===== src/pkg/fdh_cfg.svh =====
// register map, field positions and timing counts of the flash disk host front end
// assumes CLK_IN at FDH_CLK_MHZ; all times are converted to cycles here
`ifndef FDH_CFG_SVH
`define FDH_CFG_SVH

`define FDH_REG_CTRL 8'h00
`define FDH_REG_ADDR 8'h04
`define FDH_REG_CMD 8'h08
`define FDH_REG_WDATA 8'h0C
`define FDH_REG_RDATA 8'h10
`define FDH_REG_STATUS 8'h14

`define FDH_CTRL_MUX 0
`define FDH_CTRL_WIDE 1
`define FDH_CTRL_DEVRST 2
`define FDH_CTRL_RESET 3'h0

`define FDH_CMD_READ 0
`define FDH_CMD_LANE_LO 1
`define FDH_CMD_LANE_HI 2

`define FDH_STAT_BUSY 0
`define FDH_STAT_INITP 1
`define FDH_STAT_MUXON 2
`define FDH_STAT_IRQ 3
`define FDH_STAT_PEND 4

`define FDH_CLK_MHZ 10
`define FDH_T_ADDR_NS 100
`define FDH_T_LATCH_NS 100
`define FDH_T_SETUP_NS 100
`define FDH_T_STROBE_NS 300
`define FDH_T_HOLD_NS 100
`define FDH_T_RST_NS 2000
// least time rounded up to whole cycles, never below one
`define FDH_CYC(ns) ((((ns) * `FDH_CLK_MHZ + 999) / 1000) < 1 ? 1 : \
    (((ns) * `FDH_CLK_MHZ + 999) / 1000))

`endif


===== src/pkg/fdh_pkg.sv =====
// types of the flash disk host front end
// assumes fdh_cfg.svh for the numeric constants
package fdh_pkg;
    typedef enum logic [6:0] {
        FDH_RESET  = 7'h01,
        FDH_IDLE   = 7'h02,
        FDH_ADDR   = 7'h04,
        FDH_LATCH  = 7'h08,
        FDH_SETUP  = 7'h10,
        FDH_STROBE = 7'h20,
        FDH_HOLD   = 7'h40
    } fdh_state_t;
endpackage


===== src/hw/fdh_host.sv =====
// host controller driving the flash disk pins, ordered over an APB slave
// assumes the device straps its own identity and the bench resolves the data pins
`timescale 1ns/1ps
`default_nettype none
`include "fdh_cfg.svh"

// Operation
// [RQ1] device enters multiplexed mode on strobe fall
// [RQ2] host gives strobe fall before first read
// [RQ3] multiplexed: data pins carry address then data
// [RQ4] multiplexed: upper strap bit forced to zero
// [RQ5] device holds init pending while loading
// [RQ6] host waits for init pending negation
// [RQ7] byte mode uses only low lanes
// [RQ8] word when byte enable and A0 low
// [RQ9] odd byte on upper lanes
// [RQ10] even byte on lower lanes
// [RQ11] both high means no operation
// [RQ12] boot block answers 8 and 16 bit
// [RQ13] little endian byte ordering
// [RQ14] two straps give device number 0..3
// [RQ15] only selected identity answers register cycles
// [RQ16] multiplexed: low strap picks device 0/1
// [RQ17] interrupt control picks source and sensitivity
// [RQ18] software enables interrupt before long operation
// [RQ19] device timing from chip strobe edges
// [RQ20] standard mode: thirteen address lines
// [RQ21] multiplexed mode stays until power-on reset
module fdh_host
    import fdh_pkg::*;
#(
    parameter int ADDR_W = 13,
    parameter int DATA_W = 16,
    parameter int RST_CYC = `FDH_CYC(`FDH_T_RST_NS)
) (
    input wire logic CLK_IN,
    input wire logic RST_IN,
    input wire logic PSEL_IN,
    input wire logic PENABLE_IN,
    input wire logic PWRITE_IN,
    input wire logic [7:0] PADDR_IN,
    input wire logic [31:0] PWDATA_IN,
    output logic [31:0] PRDATA_OUT,
    output logic PREADY_OUT,
    output logic PSLVERR_OUT,
    output logic CE_N_OUT,
    output logic OE_N_OUT,
    output logic WE_N_OUT,
    output logic ADDR_VALID_STROBE_N_OUT,
    output logic UPPER_BYTE_ENABLE_N_OUT,
    output logic WIDE_CFG_OUT,
    output logic POWER_ON_RESET_N_OUT,
    output logic [ADDR_W-1:0] ADDR_OUT,
    input wire logic [DATA_W-1:0] DATA_IN,
    output logic [DATA_W-1:0] DATA_OUT,
    output logic [1:0] DATA_OE_OUT,
    input wire logic INIT_PENDING_N_IN,
    input wire logic IRQ_N_IN
);
    localparam logic [7:0] CYC_ADDR = 8'(`FDH_CYC(`FDH_T_ADDR_NS) - 1);
    localparam logic [7:0] CYC_LATCH = 8'(`FDH_CYC(`FDH_T_LATCH_NS) - 1);
    localparam logic [7:0] CYC_SETUP = 8'(`FDH_CYC(`FDH_T_SETUP_NS) - 1);
    localparam logic [7:0] CYC_STROBE = 8'(`FDH_CYC(`FDH_T_STROBE_NS) - 1);
    localparam logic [7:0] CYC_HOLD = 8'(`FDH_CYC(`FDH_T_HOLD_NS) - 1);
    localparam logic [15:0] CYC_RST = 16'(RST_CYC - 1);

    fdh_state_t state_reg, state_next;
    logic [15:0] cnt_reg, cnt_next;
    logic [2:0] ctrl_reg;
    logic [ADDR_W-1:0] addr_reg;
    logic [2:0] cmd_reg;
    logic [DATA_W-1:0] wdata_reg, rdata_reg;
    logic pend_reg, mux_on_reg;
    logic [1:0] initp_sync_reg, irq_sync_reg;
    logic [DATA_W-1:0] data_s1_reg, data_s2_reg;
    logic [31:0] prdata_reg;
    logic setup_ph, wr_acc, mapped, cmd_wr, accept, cnt_zero;
    logic init_pending, is_read, lane_lo, lane_hi, a0, bhe_n;

    // [RQ18] irq level shown, pins synchronised
    always_ff @(posedge CLK_IN) begin
        if (RST_IN) begin
            initp_sync_reg <= 2'h0;
            irq_sync_reg <= 2'h3;
            data_s1_reg <= '0;
            data_s2_reg <= '0;
        end else begin
            initp_sync_reg <= {initp_sync_reg[0], INIT_PENDING_N_IN};
            irq_sync_reg <= {irq_sync_reg[0], IRQ_N_IN};
            data_s1_reg <= DATA_IN;
            data_s2_reg <= data_s1_reg;
        end
    end
    assign init_pending = ~initp_sync_reg[1];

    // apb slave: zero wait states
    assign setup_ph = PSEL_IN & ~PENABLE_IN;
    assign wr_acc = PSEL_IN & PENABLE_IN & PWRITE_IN;
    always_comb begin
        case (PADDR_IN)
            `FDH_REG_CTRL, `FDH_REG_ADDR, `FDH_REG_CMD,
            `FDH_REG_WDATA, `FDH_REG_RDATA, `FDH_REG_STATUS: mapped = 1'b1;
            default: mapped = 1'b0;
        endcase
    end
    assign PREADY_OUT = 1'b1;
    assign PSLVERR_OUT = PSEL_IN & PENABLE_IN & ~mapped;
    assign PRDATA_OUT = prdata_reg;
    assign cmd_wr = wr_acc & (PADDR_IN == `FDH_REG_CMD) & ~pend_reg
        & (state_reg == FDH_IDLE);

    always_ff @(posedge CLK_IN) begin
        if (RST_IN) begin
            prdata_reg <= 32'h0;
        end else if (setup_ph) begin
            case (PADDR_IN)
                `FDH_REG_CTRL: prdata_reg <= {29'h0, ctrl_reg};
                `FDH_REG_ADDR: prdata_reg <= 32'(addr_reg);
                `FDH_REG_CMD: prdata_reg <= {29'h0, cmd_reg};
                `FDH_REG_WDATA: prdata_reg <= 32'(wdata_reg);
                `FDH_REG_RDATA: prdata_reg <= 32'(rdata_reg);
                `FDH_REG_STATUS: prdata_reg <= {27'h0, pend_reg, ~irq_sync_reg[1],
                    mux_on_reg, init_pending, state_reg != FDH_IDLE};
                default: prdata_reg <= 32'h0;
            endcase
        end
    end

    always_ff @(posedge CLK_IN) begin
        if (RST_IN) begin
            ctrl_reg <= `FDH_CTRL_RESET;
            addr_reg <= '0;
            wdata_reg <= '0;
            cmd_reg <= 3'h0;
        end else begin
            if (wr_acc && PADDR_IN == `FDH_REG_CTRL) begin
                ctrl_reg <= PWDATA_IN[2:0];
            end else if (state_reg == FDH_RESET) begin
                ctrl_reg[`FDH_CTRL_DEVRST] <= 1'b0;
            end
            if (wr_acc && PADDR_IN == `FDH_REG_ADDR && state_reg == FDH_IDLE) begin
                addr_reg <= PWDATA_IN[ADDR_W-1:0];
            end
            if (wr_acc && PADDR_IN == `FDH_REG_WDATA && state_reg == FDH_IDLE) begin
                wdata_reg <= PWDATA_IN[DATA_W-1:0];
            end
            if (cmd_wr) begin
                cmd_reg <= PWDATA_IN[2:0];
            end
        end
    end

    // [RQ6] hold access until init done
    assign accept = pend_reg & ~init_pending & ~ctrl_reg[`FDH_CTRL_DEVRST];
    always_ff @(posedge CLK_IN) begin
        if (RST_IN) begin
            pend_reg <= 1'b0;
        end else if (cmd_wr) begin
            pend_reg <= 1'b1;
        end else if (state_reg == FDH_IDLE && accept) begin
            pend_reg <= 1'b0;
        end
    end

    // [RQ21] mode held until device reset
    always_ff @(posedge CLK_IN) begin
        if (RST_IN) begin
            mux_on_reg <= 1'b0;
        end else if (state_reg == FDH_RESET) begin
            mux_on_reg <= 1'b0;
        end else if (state_reg == FDH_ADDR) begin
            mux_on_reg <= 1'b1;
        end
    end

    assign cnt_zero = (cnt_reg == 16'h0);
    always_comb begin
        state_next = state_reg;
        cnt_next = cnt_zero ? 16'h0 : cnt_reg - 16'h1;
        case (state_reg)
            FDH_RESET: begin
                if (cnt_zero) begin
                    state_next = FDH_IDLE;
                end
            end
            FDH_IDLE: begin
                if (ctrl_reg[`FDH_CTRL_DEVRST]) begin
                    state_next = FDH_RESET;
                    cnt_next = CYC_RST;
                end else if (accept && ctrl_reg[`FDH_CTRL_MUX]) begin
                    // [RQ2] strobe falls before chip enable
                    state_next = FDH_ADDR;
                    cnt_next = 16'(CYC_ADDR);
                end else if (accept) begin
                    state_next = FDH_SETUP;
                    cnt_next = 16'(CYC_SETUP);
                end
            end
            FDH_ADDR: begin
                if (cnt_zero) begin
                    state_next = FDH_LATCH;
                    cnt_next = 16'(CYC_LATCH);
                end
            end
            FDH_LATCH: begin
                if (cnt_zero) begin
                    state_next = FDH_SETUP;
                    cnt_next = 16'(CYC_SETUP);
                end
            end
            FDH_SETUP: begin
                if (cnt_zero) begin
                    state_next = FDH_STROBE;
                    cnt_next = 16'(CYC_STROBE);
                end
            end
            FDH_STROBE: begin
                if (cnt_zero) begin
                    state_next = FDH_HOLD;
                    cnt_next = 16'(CYC_HOLD);
                end
            end
            FDH_HOLD: begin
                if (cnt_zero) begin
                    state_next = FDH_IDLE;
                end
            end
            default: begin
                state_next = FDH_IDLE;
                cnt_next = 16'h0;
            end
        endcase
    end

    always_ff @(posedge CLK_IN) begin
        if (RST_IN) begin
            state_reg <= FDH_RESET;
            cnt_reg <= CYC_RST;
        end else begin
            state_reg <= state_next;
            cnt_reg <= cnt_next;
        end
    end

    // lane selection from command and width
    assign is_read = cmd_reg[`FDH_CMD_READ];
    // [RQ7] byte mode low lanes, mux mode all
    assign lane_lo = ~ctrl_reg[`FDH_CTRL_WIDE] | ctrl_reg[`FDH_CTRL_MUX] | cmd_reg[`FDH_CMD_LANE_LO];
    assign lane_hi = ctrl_reg[`FDH_CTRL_MUX] | (ctrl_reg[`FDH_CTRL_WIDE] & cmd_reg[`FDH_CMD_LANE_HI]);
    // [RQ8] [RQ9] [RQ10] [RQ11] byte enable and A0 encoding
    assign a0 = ctrl_reg[`FDH_CTRL_WIDE] ? ~lane_lo : addr_reg[0];
    assign bhe_n = ~lane_hi;

    // read capture at strobe end, active lanes only
    always_ff @(posedge CLK_IN) begin
        if (RST_IN) begin
            rdata_reg <= '0;
        end else if (state_reg == FDH_STROBE && cnt_zero && is_read) begin
            // [RQ13] low lanes hold least significant byte
            rdata_reg <= data_s2_reg & {{8{lane_hi}}, {8{lane_lo}}};
        end
    end

    // pin drive, all from flops
    always_ff @(posedge CLK_IN) begin
        if (RST_IN) begin
            CE_N_OUT <= 1'b1;
            OE_N_OUT <= 1'b1;
            WE_N_OUT <= 1'b1;
            ADDR_VALID_STROBE_N_OUT <= 1'b1;
            UPPER_BYTE_ENABLE_N_OUT <= 1'b1;
            WIDE_CFG_OUT <= 1'b0;
            POWER_ON_RESET_N_OUT <= 1'b0;
            ADDR_OUT <= '0;
            DATA_OUT <= '0;
            DATA_OE_OUT <= 2'h0;
        end else begin
            CE_N_OUT <= ~(state_next == FDH_SETUP || state_next == FDH_STROBE
                || state_next == FDH_HOLD);
            OE_N_OUT <= ~(state_next == FDH_STROBE && is_read);
            WE_N_OUT <= ~(state_next == FDH_STROBE && !is_read);
            ADDR_VALID_STROBE_N_OUT <= ~(state_next == FDH_ADDR);
            UPPER_BYTE_ENABLE_N_OUT <= ctrl_reg[`FDH_CTRL_MUX] ? 1'b1 : bhe_n;
            WIDE_CFG_OUT <= ctrl_reg[`FDH_CTRL_WIDE] | ctrl_reg[`FDH_CTRL_MUX];
            POWER_ON_RESET_N_OUT <= (state_next != FDH_RESET);
            // [RQ20] thirteen address lines in standard mode
            ADDR_OUT <= ctrl_reg[`FDH_CTRL_MUX] ? '0 : {addr_reg[ADDR_W-1:1], a0};
            if (state_next == FDH_ADDR || state_next == FDH_LATCH) begin
                // [RQ3] address phase on the data pins
                DATA_OUT <= DATA_W'(addr_reg);
                DATA_OE_OUT <= 2'h3;
            end else if (!is_read && (state_next == FDH_SETUP
                || state_next == FDH_STROBE || state_next == FDH_HOLD)) begin
                DATA_OUT <= wdata_reg;
                DATA_OE_OUT <= {lane_hi, lane_lo};
            end else begin
                DATA_OUT <= '0;
                DATA_OE_OUT <= 2'h0;
            end
        end
    end
endmodule
`default_nettype wire


===== config.mk =====
export PLATFORM = sky130hd
export DESIGN_NAME = fdh_host
export DESIGN_NICKNAME = d
export VERILOG_FILES = /design/src/pkg/fdh_pkg.sv /design/src/hw/fdh_host.sv
export VERILOG_INCLUDE_DIRS = /design/src /design/src/pkg
export SDC_FILE = /design/constraint.sdc
export NUM_CORES = 1
export LEC_CHECK = 0
export BUFFER_PORTS_ARGS = -buffer_cell sky130_fd_sc_hd__buf_2
export CAP_MARGIN = 30
export CORE_MARGIN = 2
export CORE_UTILIZATION = 35
export CTS_CLUSTER_DIAMETER = 30
export CTS_CLUSTER_SIZE = 28
export DETAILED_ROUTE_END_ITERATION = 12
export PLACE_DENSITY_LB_ADDON = 0.25
export SLEW_MARGIN = 10
export SYNTH_ARGS = -nofsm -noshare
export SYNTH_HDL_FRONTEND = slang
export SYNTH_SLANG_ARGS = --single-unit

===== constraint.sdc =====
create_clock -name CLK_IN -period 3.12 [get_ports CLK_IN]
set_input_delay 0.312 -clock CLK_IN [delete_from_list [all_inputs] [get_ports CLK_IN]]
set_output_delay 0.312 -clock CLK_IN [all_outputs]
set_load 0.02 [all_outputs]

==> summary.md <==
| Metric | Value |
|---|---|
| Status | `finished, final reports clean` |
| Post-synth EDFFs | `0` |
| Tcrit/Tclk final | `0.8196` |
| PortBufs | `101` |
| GRT Total Usage | `0.1668` |
| Worst path required time | `3.47 ns` |
| Resize count post-CTS | `0` |
| Top post-synthesis cells by area | `dfxtp_1 50%, nand2_1 4.8%, a21oi_1 4.5%` |
| Combinational power share | `0.135` |
| Initial Util | `0.3549` |
| Detail Route Antenna Nets | `0` |
| Worst r2r dst | `DATA_OUT[4]$_SDFF_PP0_` |
| Hold slack | `0.06351 ns` |
| Post-Syn Instances | `727` |
| Row count | `50` |
| Startpoint class of the critical path | `flop` |
| Total power | `0.005070 W` |
| RSZ-0062 raised after global routing | `no` |
| CTS sink cnt | `166` |
| PD cells | `650.5 nW/um^2` |
| CP Depth | `5` |
| CP delay by family, top | `compound AO/OA/AOI/OAI gates` |
| Post-synth cell types | `62` |
| Setup violators final | `0` |
| Max cap viols | `0` |
| Crit end category | `flop` |
| Initial antenna violation count | `0` |
| Routed WL | `approximately 16000 um` |
| Clock tree buffer depth | `2` |
| Die area | `19950 um^2` |
| Sum Neg Setup Slack | `0 ns` |
| Routability cong. | `0.8808` |
| Worst Max-Slew Pin Slew | `roughly 0.83 ns` |
| Worst reg2reg path depth | `5` |
| DIE HEIGHT | `141.3 um` |
| Slew headroom | `0.4469` |
| Vias/cell | `4.973` |
| Critical path's slowest cell | `dfxtp_1` |
| DRC errors left | `0` |
| Clock Pin Slew Worst Setup and Hold Paths | `approximately 0.060 ns` |
| Clk pwr share | `0.404` |
| Vias | `about 5300` |
| CTS tree | `done` |
| First-pass detailed-route iteration total | `5` |
| Max incr delay on CP | `between 0.6 and 0.7 ns` |
| Worst skew pair latency | `0.43 ns` |
| Sw Pwr | `0.001429 W` |
| Fin area | `between 7000 and 8000 um^2` |
| Pint | `0.003641 W` |
| Post-Place Cell Area | `7209 um^2` |
| Synth Warn # | `0` |
| Global-route track usage on met3 | `0.05062` |
| Critical Setup Path Class | `reg2reg` |
| Post-synth top cells | `166 x dfxtp_1, 84 x nand2_1, 64 x nor2_1` |
| Max Clk Rate | `~400 MHz` |
| Flop pwr share | `0.461` |
| Hold Crit Class | `in2reg` |
| Syn Area/Cell | `~9 um^2` |
| Num ports | `135` |
| Avg WL per Cell | `15.53 um` |
| Post-synthesis sequential element count | `166` |
| Buf+Inv Stages, Crit Path | `0` |
| Met2 Usage GRT | `0.2489` |
| Core ar. | `~19000 um^2` |
| Dominant cell type by area after synthesis | `dfxtp_1` |
| Net count, final | `875` |
| Synth top area share | `0.5040` |
| Post-CTS Setup Bufs | `0` |
| Post-synthesis cell area | `6594 um^2` |
| FF-to-FF Start | `state_reg[5]$_SDFF_PP0_` |
| Register area share after synthesis | `0.5040` |
| DP HPWL | `11280 um` |
| Layout area overhead | `18.22%` |
| Fraction of registers with async set or reset after synthesis | `0` |
| Total grt overflow | `0` |
| CTS H-tree depth | `4` |
| Worst path cell trace | `nor4_1, a41oi_1, o21a_1, and4_1, a32o_1` |
| Die X | `about 140 um` |
| Post-cts hold buffer count | `0` |
| Worst reg-to-reg setup slack | `approximately 0.56 ns` |
| Worst EP arrival | `2.91 ns` |
| Total CTS buffers | `17` |
| First-pass GRT wire length | `roughly 26000 um` |
| Crit path to | `DATA_OUT[4]$_SDFF_PP0_` |
| Max Slew Vio Count | `0` |
| Largest net degree at the start of global routing | `80` |
| Clk root buf | `clkbuf_16` |
| Ant. Diodes | `0` |
| Most used flip-flop cell after synthesis | `dfxtp_1` |
| Sw Share | `0.2818` |
| DRT iter0 DRCs | `459` |
| Most common cell in the synthesized netlist | `dfxtp_1` |
| Vias in the first global route | `4842` |
| Setup Skew | `approximately 0.010 ns` |
| Fin. Hold Viols | `0` |
| Crit path time final | `2.557 ns` |
| Max FO, Critical Path | `15` |
| Global-route met1 utilization | `0.2340` |
| P_leak | `3.012 nW` |
| Peak supply drop | `0.3596 mV` |
| Fraction of layout cells with a size suffix above 1 | `0.2063` |
| Gr busiest metal | `met2` |
| Worst setup startpoint | `state_reg[5]$_SDFF_PP0_` |
-- cells in the final DEF, fill, tap and decap left out, types with 4 or more instances in the layout --
cell / n
nor2b_1: 36
dfxtp_1: 166
or4_1: 4
nor3b_1: 8
nor2_1: 64
nand2_1: 84
a222oi_1: 9
and2_1: 7
nor4_1: 5
buf_4: 18
and3_1: 4
xor2_1: 7
inv_6: 5
buf_2: 100
conb_1: 17
inv_1: 14
nand3_1: 37
a221oi_1: 4
mux2i_1: 9
a211oi_1: 14
a21oi_1: 59
o21ai_0: 13
clkbuf_16: 17
nor4b_1: 5
nor3_1: 26
or2_2: 5
a32o_1: 13
xnor2_1: 8
nand2b_1: 6
-- cell families (layout without fill, tap and decap cells) --
kind of cell | count (synthesis) | after routing | synth area share
and+or+nand+nor | 316 | 316 | 0.2556
xor gates and xnor gates | 15 | 15 | 0.01992
muxes | 11 | 11 | 0.01879
AOI/OAI and AO/OA | 134 | 134 | 0.1355
buffers and inverters | 82 | 164 | 0.06319
adders and majority gates | 1 | 1 | 0.001897
other | 2 | 17 | 0.001139
DFF | 166 | 166 | 0.5040
-- power groups by stage --
| stage | clock network [W] | logic, W | registers, W |
|---|---|---|---|
| after floorplan | 0 | 0.000522 | 0.00237 |
| after global placement | 0 | 0.000672 | 0.00238 |
| after detailed placement | 0 | 0.000674 | 0.00238 |
| after CTS | 0.00210 | 0.000678 | 0.00234 |
| after global routing | 0.00219 | 0.000768 | 0.00235 |
| final | 0.00205 | 0.000686 | 0.00234 |
-- how the worst min path moves through the flow --
stage | startpoint | slack [ns] | to | depth (start not counted)
2_1_floorplan | irq_sync_reg[0]$_SDFF_PP1_ | 0.39 | irq_sync_reg[1]$_SDFF_PP1_ | 1
5_1_grt | IRQ_N_IN | 0.05 | irq_sync_reg[0]$_SDFF_PP1_ | 2
3_5_place_dp | irq_sync_reg[0]$_SDFF_PP1_ | 0.41 | irq_sync_reg[1]$_SDFF_PP1_ | 1
3_3_place_gp | irq_sync_reg[0]$_SDFF_PP1_ | 0.39 | irq_sync_reg[1]$_SDFF_PP1_ | 1
6_report | IRQ_N_IN | 0.06 | irq_sync_reg[0]$_SDFF_PP1_ | 2
4_1_cts | IRQ_N_IN | 0.05 | irq_sync_reg[0]$_SDFF_PP1_ | 2
-- cell type report --
| type | instances | area (um^2) |
|---|---|---|
| Clock buffer | 18 | 439.2 |
| Clock inverter | 14 | 138.9 |
| Fill cell | 1880 | 10790 |
| Inverter | 14 | 52.55 |
| Multi-Input combinational cell | 494 | 2913 |
| Sequential cell | 166 | 3323 |
| Tap cell | 234 | 292.8 |
| Timing Repair Buffer | 118 | 635.6 |
-- per-layer routing --
layer / up-vias / wire length, um
met4: 0 / 148
met3: 13 / 1065
met1: 2393 / 8000
li1: 2679 / -
met2: 176 / 7213
met5: - / 0
-- per-stage QoR --
| stage | setup WS [ns] | std cells | util |
|---|---|---|---|
| 2_1_floorplan | 0.9013 | 742 | - |
| 3_3_place_gp | 0.6333 | 1025 | 0.3880 |
| 3_5_place_dp | 0.6763 | 1025 | 0.3880 |
| 4_1_cts | 0.6397 | 1057 | 0.4191 |
| 5_1_grt | 0.3936 | 1058 | 0.4195 |
| 6_report | 0.5629 | 1058 | 0.4195 |
(Power assumes the default switching activity.)
